$ cat src/hw/nvmc_pkg.sv
// nvmc_pkg: shared constants and types of the nonvolatile access control block.
// assumes one core clock domain; the arrays answer every command with done or fail.
package nvmc_pkg;

   // register offsets on the plain register port
   localparam logic [3:0] OFS_CTRL = 4'h0;
   localparam logic [3:0] OFS_IRQ_STAT = 4'h1;
   localparam logic [3:0] OFS_IRQ_MASK = 4'h2;

   // interrupt event bit positions
   localparam int IRQ_N = 3;
   localparam int EV_DONE = 0;
   localparam int EV_ERR = 1;
   localparam int EV_READ = 2;

   // control register layout, bit 7 first
   typedef struct packed {
      logic pgm_sel;     // program_space_select
      logic cfg_sel;     // config_space_select
      logic latch_only;  // latch_only_load
      logic erase_sel;
      logic err;         // program_error_flag
      logic enable;      // program_erase_enable
      logic wr_start;
      logic rd_start;
   } nvmc_ctrl_t;

   localparam logic [7:0] CTRL_RST = 8'h00;
   localparam logic ERR_POR = 1'h0;

   // target space and array operation codes
   typedef enum logic [1:0] {TGT_EEPROM, TGT_FLASH, TGT_CONFIG} nvmc_tgt_t;
   typedef enum logic [1:0] {OP_LATCH, OP_PROGRAM, OP_ERASE, OP_WRITE} nvmc_op_t;

   // command to the arrays and one-cycle read request
   typedef struct packed {
      logic valid;
      nvmc_tgt_t tgt;
      nvmc_op_t op;
   } nvmc_cmd_t;

   typedef struct packed {
      logic rd;
      nvmc_tgt_t tgt;
   } nvmc_rdreq_t;

endpackage

$ cat src/hw/nvmc_irq.sv
// nvmc_irq: sticky event status, mask and one level interrupt.
// assumes events are one-cycle pulses on the same clock.
`timescale 1ns/1ps
`default_nettype none
module nvmc_irq #(
   parameter int N = 3
) (
   // clock and reset
   input wire logic clk,
   input wire logic rst_b,
   // events and software access
   input wire logic [N-1:0] ev,
   input wire logic rd_clr,
   input wire logic mask_we,
   input wire logic [N-1:0] mask_wd,
   // state out
   output logic [N-1:0] stat,
   output logic [N-1:0] mask,
   output logic irq
);
   typedef struct packed {
      logic [N-1:0] stat;
      logic [N-1:0] mask;
   } nvmc_irq_st_t;

   nvmc_irq_st_t s;
   nvmc_irq_st_t next_s;

   // read clears, but an event in the same cycle wins
   always_comb begin
      next_s = s;
      next_s.stat = (s.stat & ~{N{rd_clr}}) | ev;
      if (mask_we) begin
         next_s.mask = mask_wd;
      end
   end

   always_ff @(posedge clk or negedge rst_b) begin
      if (!rst_b) begin
         s <= '0;
      end else begin
         s <= next_s;
      end
   end

   assign stat = s.stat;
   assign mask = s.mask;
   assign irq = |(s.stat & s.mask);
endmodule
`default_nettype wire

$ cat src/hw/nvmc_seq.sv
// nvmc_seq: issues one or two array commands per write start and waits on them.
// assumes the arrays answer each command with a done or a fail pulse.
`timescale 1ns/1ps
`default_nettype none
module nvmc_seq (
   // clock and reset
   input wire logic clk,
   input wire logic rst_b,
   // launch
   input wire logic start,
   input wire nvmc_pkg::nvmc_tgt_t tgt,
   input wire logic erase_sel,
   input wire logic latch_only,
   // array side
   output nvmc_pkg::nvmc_cmd_t cmd,
   input wire logic arr_done,
   input wire logic arr_fail,
   // results
   output logic busy,
   output logic fin_ok,
   output logic fin_fail,
   output logic ers_done
);
   typedef enum logic [1:0] {SQ_IDLE, SQ_WAIT_A, SQ_WAIT_B} nvmc_sq_t;
   typedef struct packed {
      nvmc_sq_t state;
      nvmc_pkg::nvmc_op_t op_b;
      logic has_b;
      nvmc_pkg::nvmc_cmd_t cmd;
      logic ok;
      logic fail;
      logic ers;
   } nvmc_seq_st_t;

   nvmc_seq_st_t s;
   nvmc_seq_st_t next_s;

   // choose the command pair at launch, then step through it
   always_comb begin
      next_s = s;
      next_s.cmd.valid = 1'b0;
      next_s.ok = 1'b0;
      next_s.fail = 1'b0;
      next_s.ers = 1'b0;
      case (s.state)
         SQ_IDLE: begin
            if (start) begin
               next_s.cmd.valid = 1'b1;
               next_s.cmd.tgt = tgt;
               next_s.has_b = 1'b0;
               next_s.state = SQ_WAIT_A;
               if (tgt == nvmc_pkg::TGT_EEPROM) begin
                  next_s.cmd.op = nvmc_pkg::OP_ERASE;
                  next_s.op_b = nvmc_pkg::OP_WRITE;
                  next_s.has_b = 1'b1;
               end else if (erase_sel) begin
                  next_s.cmd.op = nvmc_pkg::OP_ERASE;
               end else if (latch_only) begin
                  next_s.cmd.op = nvmc_pkg::OP_LATCH;
               end else begin
                  next_s.cmd.op = nvmc_pkg::OP_LATCH;
                  next_s.op_b = nvmc_pkg::OP_PROGRAM;
                  next_s.has_b = 1'b1;
               end
            end
         end
         SQ_WAIT_A: begin
            if (arr_fail) begin
               next_s.fail = 1'b1;
               next_s.state = SQ_IDLE;
            end else if (arr_done && s.has_b) begin
               next_s.cmd.valid = 1'b1;
               next_s.cmd.op = s.op_b;
               next_s.state = SQ_WAIT_B;
            end else if (arr_done) begin
               next_s.ok = 1'b1;
               next_s.ers = (s.cmd.op == nvmc_pkg::OP_ERASE);
               next_s.state = SQ_IDLE;
            end
         end
         SQ_WAIT_B: begin
            if (arr_fail) begin
               next_s.fail = 1'b1;
               next_s.state = SQ_IDLE;
            end else if (arr_done) begin
               next_s.ok = 1'b1;
               next_s.state = SQ_IDLE;
            end
         end
         default: begin
            next_s.state = SQ_IDLE;
         end
      endcase
   end

   always_ff @(posedge clk or negedge rst_b) begin
      if (!rst_b) begin
         s <= '0;
      end else begin
         s <= next_s;
      end
   end

   assign cmd = s.cmd;
   assign busy = (s.state != SQ_IDLE);
   assign fin_ok = s.ok;
   assign fin_fail = s.fail;
   assign ers_done = s.ers;
endmodule
`default_nettype wire

$ cat src/hw/nvmc_top.sv
// nvmc_top: control register of the nonvolatile memory access path.
// assumes the flash and eeprom arrays sit on the same core clock.
//
// Design decisions made here: the register addresses and the strobed register port.
`timescale 1ns/1ps
`default_nettype none
module nvmc_top (
   // clock and resets
   input wire logic CLK,
   input wire logic RST_B,
   input wire logic POR_B,
   // register port
   input wire logic [3:0] ADDR,
   input wire logic [7:0] WDATA,
   input wire logic WR,
   input wire logic RD,
   output logic [7:0] RDATA,
   // array side
   output nvmc_pkg::nvmc_cmd_t ARR_CMD,
   output nvmc_pkg::nvmc_rdreq_t ARR_RDREQ,
   input wire logic ARR_DONE,
   input wire logic ARR_FAIL,
   // interrupt
   output logic IRQ
);
   typedef struct packed {
      nvmc_pkg::nvmc_ctrl_t ctrl;
      logic running;
      logic [7:0] rdata;
      nvmc_pkg::nvmc_rdreq_t rdreq;
   } nvmc_top_st_t;

   nvmc_top_st_t s;
   nvmc_top_st_t next_s;
   logic err;
   logic next_err;

   nvmc_pkg::nvmc_ctrl_t w;
   nvmc_pkg::nvmc_tgt_t tgt_now;
   logic wr_ctrl;
   logic launch;
   logic improper;
   logic seq_start;
   logic busy;
   logic seq_ok;
   logic seq_fail;
   logic ers_done;
   logic [nvmc_pkg::IRQ_N-1:0] ev;
   logic [nvmc_pkg::IRQ_N-1:0] stat;
   logic [nvmc_pkg::IRQ_N-1:0] mask;

   // decode of the register port
   assign w = nvmc_pkg::nvmc_ctrl_t'(WDATA);
   assign wr_ctrl = WR && (ADDR == nvmc_pkg::OFS_CTRL);

   // target space from the two select bits
   always_comb begin
      if (s.ctrl.cfg_sel) begin
         tgt_now = nvmc_pkg::TGT_CONFIG;
      end else if (s.ctrl.pgm_sel) begin
         tgt_now = nvmc_pkg::TGT_FLASH;
      end else begin
         tgt_now = nvmc_pkg::TGT_EEPROM;
      end
   end

   // a pending write start is taken once; enable decides its fate
   assign launch = s.ctrl.wr_start && !s.running;
   assign improper = launch && !s.ctrl.enable;
   assign seq_start = launch && s.ctrl.enable;

   nvmc_seq u_seq (
      .clk(CLK),
      .rst_b(RST_B),
      .start(seq_start),
      .tgt(tgt_now),
      .erase_sel(s.ctrl.erase_sel),
      .latch_only(s.ctrl.latch_only),
      .cmd(ARR_CMD),
      .arr_done(ARR_DONE),
      .arr_fail(ARR_FAIL),
      .busy(busy),
      .fin_ok(seq_ok),
      .fin_fail(seq_fail),
      .ers_done(ers_done)
   );

   // interrupt events: finished, error, read issued
   always_comb begin
      ev = '0;
      ev[nvmc_pkg::EV_DONE] = seq_ok;
      ev[nvmc_pkg::EV_ERR] = improper || seq_fail;
      ev[nvmc_pkg::EV_READ] = s.rdreq.rd;
   end

   nvmc_irq #(
      .N(nvmc_pkg::IRQ_N)
   ) u_irq (
      .clk(CLK),
      .rst_b(RST_B),
      .ev(ev),
      .rd_clr(RD && (ADDR == nvmc_pkg::OFS_IRQ_STAT)),
      .mask_we(WR && (ADDR == nvmc_pkg::OFS_IRQ_MASK)),
      .mask_wd(WDATA[nvmc_pkg::IRQ_N-1:0]),
      .stat(stat),
      .mask(mask),
      .irq(IRQ)
   );

   // control register: hardware clears first, software sets win
   always_comb begin
      next_s = s;
      next_s.rdata = 8'h00;
      next_s.rdreq.rd = 1'b0;
      next_s.ctrl.err = 1'b0;
      // read start lives one cycle, then the fetch goes out
      if (s.ctrl.rd_start) begin
         next_s.rdreq.rd = 1'b1;
         next_s.rdreq.tgt = tgt_now;
         next_s.ctrl.rd_start = 1'b0;
      end
      if (seq_start) begin
         next_s.running = 1'b1;
      end
      // refused start drops at once, nothing reaches the arrays
      if (improper) begin
         next_s.ctrl.wr_start = 1'b0;
      end
      // start bit and running drop together, so a low start means idle
      if (seq_ok || seq_fail) begin
         next_s.ctrl.wr_start = 1'b0;
         next_s.running = 1'b0;
      end
      if (ers_done && s.ctrl.cfg_sel | s.ctrl.pgm_sel) begin
         next_s.ctrl.erase_sel = 1'b0;
      end
      if (wr_ctrl) begin
         next_s.ctrl.pgm_sel = w.pgm_sel;
         next_s.ctrl.cfg_sel = w.cfg_sel;
         next_s.ctrl.latch_only = w.latch_only;
         next_s.ctrl.enable = w.enable;
         if (w.erase_sel || !ers_done) begin
            next_s.ctrl.erase_sel = w.erase_sel;
         end
         // start bits can only be set from software
         if (w.wr_start) begin
            next_s.ctrl.wr_start = 1'b1;
         end
         // a read is refused while a write is running
         if (w.rd_start && !s.running) begin
            next_s.ctrl.rd_start = 1'b1;
         end
      end
      // read data stand only in the cycle after the strobe
      if (RD) begin
         case (ADDR)
            nvmc_pkg::OFS_CTRL: begin
               next_s.rdata = {s.ctrl[7:4], err, s.ctrl[2:0]};
            end
            nvmc_pkg::OFS_IRQ_STAT: begin
               next_s.rdata = {{(8-nvmc_pkg::IRQ_N){1'b0}}, stat};
            end
            nvmc_pkg::OFS_IRQ_MASK: begin
               next_s.rdata = {{(8-nvmc_pkg::IRQ_N){1'b0}}, mask};
            end
            default: begin
               next_s.rdata = 8'h00;
            end
         endcase
      end
   end

   always_ff @(posedge CLK or negedge RST_B) begin
      if (!RST_B) begin
         s <= '0;
         s.ctrl <= nvmc_pkg::CTRL_RST;
      end else begin
         s <= next_s;
      end
   end

   // error flag: set beats clean finish, which beats software
   always_comb begin
      next_err = err;
      if (improper || seq_fail) begin
         next_err = 1'b1;
      end else if (seq_ok) begin
         next_err = 1'b0;
      end else if (wr_ctrl) begin
         next_err = w.err;
      end
   end

   // only power-on or brown-out reaches the error flag, so that
   // software can still see why the last attempt failed
   always_ff @(posedge CLK or negedge POR_B) begin
      if (!POR_B) begin
         err <= nvmc_pkg::ERR_POR;
      end else begin
         err <= next_err;
      end
   end

   assign RDATA = s.rdata;
   assign ARR_RDREQ = s.rdreq;
endmodule
`default_nettype wire

$ cat config.mk
export PLATFORM = sky130hd
export DESIGN_NAME = nvmc_top
export DESIGN_NICKNAME = d
export VERILOG_FILES = /design/src/hw/nvmc_pkg.sv /design/src/hw/nvmc_irq.sv /design/src/hw/nvmc_seq.sv /design/src/hw/nvmc_top.sv
export SDC_FILE = /design/constraint.sdc
export NUM_CORES = 1
export LEC_CHECK = 0
export BUFFER_PORTS_ARGS = -buffer_cell sky130_fd_sc_hd__buf_4
export CAP_MARGIN = 20
export CORE_ASPECT_RATIO = 2
export CORE_MARGIN = 3
export CORE_UTILIZATION = 49
export DETAILED_ROUTE_END_ITERATION = 8
export PLACE_DENSITY = 0.75
export REMOVE_ABC_BUFFERS = 1
export SYNTH_ARGS = -nofsm -noshare
export SYNTH_HDL_FRONTEND = slang
export SYNTH_SLANG_ARGS = --single-unit
$ cat constraint.sdc
create_clock -name CLK -period 1.64 [get_ports CLK]
set_input_delay 0 -clock CLK [delete_from_list [all_inputs] [get_ports CLK]]
set_output_delay 0 -clock CLK [all_outputs]
set_load 0.03 [all_outputs]
Word level (Yosys, flattened, before mapping):

Index checks and enable logic that the tools add are counted.

* input bits: 19
* output and inout port bits: 17
* flip-flop bits (word level): 39
* word-level logic and storage cells: 107

* bitwise logic cells: 5
* equal/unequal tests: 10
* reduce and logical (&&, ||, !) cells: 25
* muxes and demuxes: 44

Operators with widths (number)
* one-hot mux 8 bit (3 select lines): 1
* 2-to-1 mux 1 bit: 23
* 2-to-1 mux 2 bit: 9
* 2-to-1 mux 3 bit: 5
* 2-to-1 mux 10 bit: 1
* logical AND 1 bit: 9
* 2-to-1 mux 8 bit: 1
* one-hot mux 2 bit (2 select lines): 2
* AND reduction 4 bit: 2
* bitwise AND 3 bit: 2
* inequality test 2 x 1 -> 1 bit, second input constant: 3
* one-hot mux 2 bit (3 select lines): 1
* == test 2 bit, second input constant: 2
* == test 4 x 1 -> 1 bit, second input constant: 1
* == test 4 x 2 -> 1 bit, second input constant: 1
* zero test 2 bit: 2
* zero test 4 bit: 1
* inequality test 2 bit, second input constant: 2
* nonzero test 2 bit: 2
* zero test 1 bit: 3
* logical OR 1 bit: 3
* inverter 3 bit: 1
* bitwise OR 3 bit: 1
* nonzero test 3 bit: 1
* 5 further kinds: 5

Longest topological paths before layout:

* depth after elaboration: 7
* mapped depth: 6

Hierarchy:

Synthesis repeated with hierarchy kept, for this count alone.

* cells, all modules: 157
* area, all modules: 1826.8 µm²

Modules (own cells, without submodules)
* nvmc_top: sequential area each 500.5 µm², area an instance 934.6 µm², cells each 81, instances 1
* nvmc_seq: sequential area each 325.3 µm², area an instance 668.1 µm², cells each 61, instances 1
* nvmc_irq: sequential area each 150.1 µm², area an instance 224.0 µm², cells each 15, instances 1

Worst setup path before layout:

OpenSTA, ideal clock, no wires.

* kind: register -> register
* start point: reg u_seq.s[12] in the netlist's numbering
* end point: reg u_seq.s (netlist bit u_seq.cmd[0])
* arrival time: 1.435 ns
* buffers on the path: 1
* setup time: 0.125 ns
* required time: 1.515 ns
* setup slack: 0.080 ns
* cell stages (with the launch flop): 7
* clock period less this slack: 1.560 ns
* cells stage by stage: dfrtp_1 > inv_1 > ha_1 > clkbuf_1 > nand2b_1 > a22oi_1 > mux2_2

* longest elaborated chain between the ends: 3
* elaborated cells between the ends (all ways): 8
* those cells by class: eq/ne: 4; mux: 1; reduce/logical: 3

Ends and longest elaborated chain
* from (decl): line nvmc_seq.sv:35 `nvmc_seq_st_t s;`
* from (signal assigned): line nvmc_seq.sv:100 `s <= next_s;`
* == test 2 x 1 -> 1 bit or zero test 2 bit (tied branches): line nvmc_seq.sv:45 `case (s.state)`
* inequality test 2 x 1 -> 1 bit (no line) (tied with other cells)
* AND reduction 4 bit (no line)

Several ways; a longest one is shown, not always the timed one.
A chain may end at the register's enable or synchronous reset.

Worst setup path after layout:

* start point: reg u_seq.s[12] in the netlist's numbering
* end point: reg u_seq.s[11] in the netlist's numbering

* longest elaborated chain between the ends: 2
* elaborated cells between the ends (all ways): 5
* those cells by class: eq/ne: 3; mux: 1; reduce/logical: 1

Ends and longest elaborated chain (line)
* == test 2 bit (tied with other cells): nvmc_seq.sv:45
* one-hot mux 2 bit (3 select lines) or inequality test 2 bit (tied branches)

Several ways; a longest one is shown, not always the timed one.

==> impl_metrics.py <==
metrics = {
    "setup_path": {
        "critPathKind": "register to register",
        "worstPathArrival_ps": 1710,
        "critPathCaptureType": "register",
        "r2r_setup_slack_ps": 80,
        "crit_fanout": 4,
        "worst_ep_required_time_ps": 1790,
        "critPathLaunchType": "register",
        "r2r-start": "u_seq.s[12]$_DFFE_PN0P_",
        "critPathLaunch": "u_seq.s[12]$_DFFE_PN0P_",
    },
    "timing": {
        "fin_crit_sh": 0.9487,
        "fin_crit_ps": 1556,
        "fmax_mhz": 642.7,
        "fin_tns_setup_ps": 0,
        "fin_skew_ps": 6.472,
        "rsz0062_at_grt": "no",
        "finalSetupViolCount": 0,
        "slew_headroom": 0.6896,
        "tightestPinTransition_ps": 465.5,
        "slew_violations": 0,
        "hold_viol": 0,
    },
    "placement": {
        "gp_congestion": 0.8646,
        "port_buffers": 35,
        "hpwl_microns": 2779,
    },
    "synth": {
        "synth_cells": 165,
        "syn_avg_cell_area_sq_um": 11.46,
        "netlist_area_sq_mm": 0.001891,
        "synth-edff-count": 0,
        "synth_cell_type_count": 42,
        "synth.yosys.seq_area_share": 0.5162,
        "synth-seq-cells": 39,
        "dominantRegCellSynth": "dfrtp_1",
        "async_flop_share": 1.000,
        "synth_warnings": 0,
    },
    "finish": {
        "final_layout_size_suffix_gt1_frac": 0.3333,
        "num-fill-cells": 286,
        "num-nets-final": 232,
        "multi_input_area_sq_um": 729.5,
        "register_area_sq_um": 975.9,
        "insertedDiodeCount": 0,
        "area_delta_synth_final_pct": 24.95,
    },
    "min_path": {
        "holdCritStartpoint": "WDATA[4]",
        "hp-class": "primary input to register",
    },
    "clock_tree": {
        "clock_sinks": 39,
        "clk_pin_slew_ps": 70,
        "cts_tree": "yes",
        "clk_path_buf_depth": 2,
        "cts-buffers-inserted": 5,
        "insertion_delay_ps": 290,
        "h-tree-depth": 2,
        "cts_root_buffer": "clkbuf_8",
    },
    "routing": {
        "num_vias": 1381,
        "viasPerCell": 5.332,
        "post-route-drc-count": 0,
        "first_pass_iters": 6,
        "routedWlPerCell_microns": 15.32,
        "drt_iter0_drc": 35,
        "wl_microns": 3969,
        "postRouteAntennaNets": 0,
    },
    "floorplanning": {
        "die_area_sq_mm": 0.004685,
        "initial_core_util": 0.5131,
        "dieHeight_microns": 93.85,
        "core_area_sq_mm": 0.003685,
        "fp.dieW_microns": 49.92,
        "ios": 36,
        "num_rows": 31,
    },
    "power": {
        "ir_drop_mv": 0.7160,
        "power_density_mw_per_mm2": 1220,
        "finalPower_uw": 2882,
        "leakagePower_uw": 0.001170,
    },
    "grt": {
        "antenna_found_initial": 0,
        "grt_first_pass_wirelength_microns": 6630,
        "overflow": 0,
        "track_usage": 0.1883,
        "grt_pass1_vias": 1437,
        "grt_max_degree": 39,
    },
    "status": {
        "outcome": "completed",
    },
    "flow_run": {
        "cap_violations": 0,
    },
}
[logic make-up after synthesis]
family,after synthesis,synth area share
AND/OR/NAND/NOR,50,0.1628
multiplexers,16,0.1026
adder cells (fa/ha/maj),4,0.02647
buffers and inverters,33,0.1019
AO/OA/AOI/OAI,23,0.09000
flip-flops,39,0.5162
[through the flow]
stage | util | instances | worst slack [ps] | hold slack (ps) | cell area, sq um
after global placement | 0.5742 | 235 | 120.0 | -224.7 | 2116
after CTS | 0.6370 | 258 | 21.05 | 10.76 | 2347
final | 0.6411 | 259 | 84.06 | 12.60 | 2362
after global routing | 0.6411 | 259 | 34.53 | 27.34 | 2362
after floorplan | - | 145 | 125.6 | -295.6 | 1747
after detailed placement | 0.5742 | 235 | 24.00 | -223.8 | 2116
[power breakdown]
part	total, uW	internal, uW	switching, uW
Sequential	1330	1170	162
Combinational	946	460	486
Clock	604	298	306
Total	2880	1930	953
[path summary, 6_finish.rpt]
check	endpoint	cells after the start
max in group asynchronous	err$_DFFE_PN0P_	3
max reg2reg	u_seq.s[11]$_DFFE_PN0P_	6
min in group asynchronous	u_seq.cmd[3]$_DFFE_PN0P_	2
max	u_seq.s[11]$_DFFE_PN0P_	6
min	s[16]$_DFF_PN0_	3
min reg2reg	u_seq.s[9]$_DFFE_PN0P_	2
[critical path, cell delays in order, from the launching register on]
cell and delay [ps]:
dfrtp_1 370, inv_1 70, ha_1 230, buf_4 160
or2_2 300, a22oi_1 170, o32ai_1 130
[layer usage]
metal / up-vias / track usage / wire length (microns)
met3: 11 / 0.04293 / 206
met5: - / 0 / 0
met1: 665 / 0.1985 / 1508
met4: 0 / 0.1062 / 132
li1: 648 / - / -
met2: 57 / 0.3341 / 2122
[sequential cells by signal, summed over array words and instances (netlist names)]
name,count
u_irq.stat,3
u_irq.mask,3
u_seq.fin_fail,1
ARR_RDREQ,3
u_seq.s,5
s,8
u_seq.fin_ok,1
RDATA,8
u_seq.cmd,5
err,1
u_seq.ers_done,1
[placed cells by master (no fill, tap or decap), types with 3 or more instances in the layout]
cell type / synthesis / final
clkbuf_8: 0 / 5
a21oi_1: 5 / 5
buf_4: 16 / 42
dlygate4sd3_1: 0 / 15
mux2_4: 4 / 4
dfrtp_1: 39 / 39
nor2_1: 4 / 4
nor3_1: 5 / 5
inv_1: 13 / 13
nand2b_1: 3 / 3
mux2_2: 11 / 11
nor4_1: 3 / 3
ha_1: 4 / 3
and2_1: 3 / 3
nand3_1: 3 / 3
nand2_1: 14 / 14
[area by class of cell]
cell class	count	share of cell area
Clock inverter	1	0.002119
Tap cell	49	0.02595
Sequential cell	39	0.4131
Multi-Input combinational cell	93	0.3088
Timing Repair Buffer	57	0.1970
Clock buffer	7	0.03231
Inverter	13	0.02066
[synth_stat cells (3+ instances only)]
cell type,number,share of area
dfrtp_1,39,0.52
buf_4,16,0.064
nand2_1,14,0.028
inv_1,13,0.026
mux2_2,11,0.066
a21oi_1,5,0.013
nor3_1,5,0.013
ha_1,4,0.026
mux2_4,4,0.032
nor2_1,4,0.0079
and2_1,3,0.0099
nand2b_1,3,0.0099
nand3_1,3,0.0079
nor4_1,3,0.0099
[what timing repair did]
action,in CTS,in global routing
hold endpoints to repair,54,0
setup buffers,0,1
resized for setup,0,2
setup endpoints to repair,0,7
hold buffers,15,0
Power figures use the tool's default switching activity.
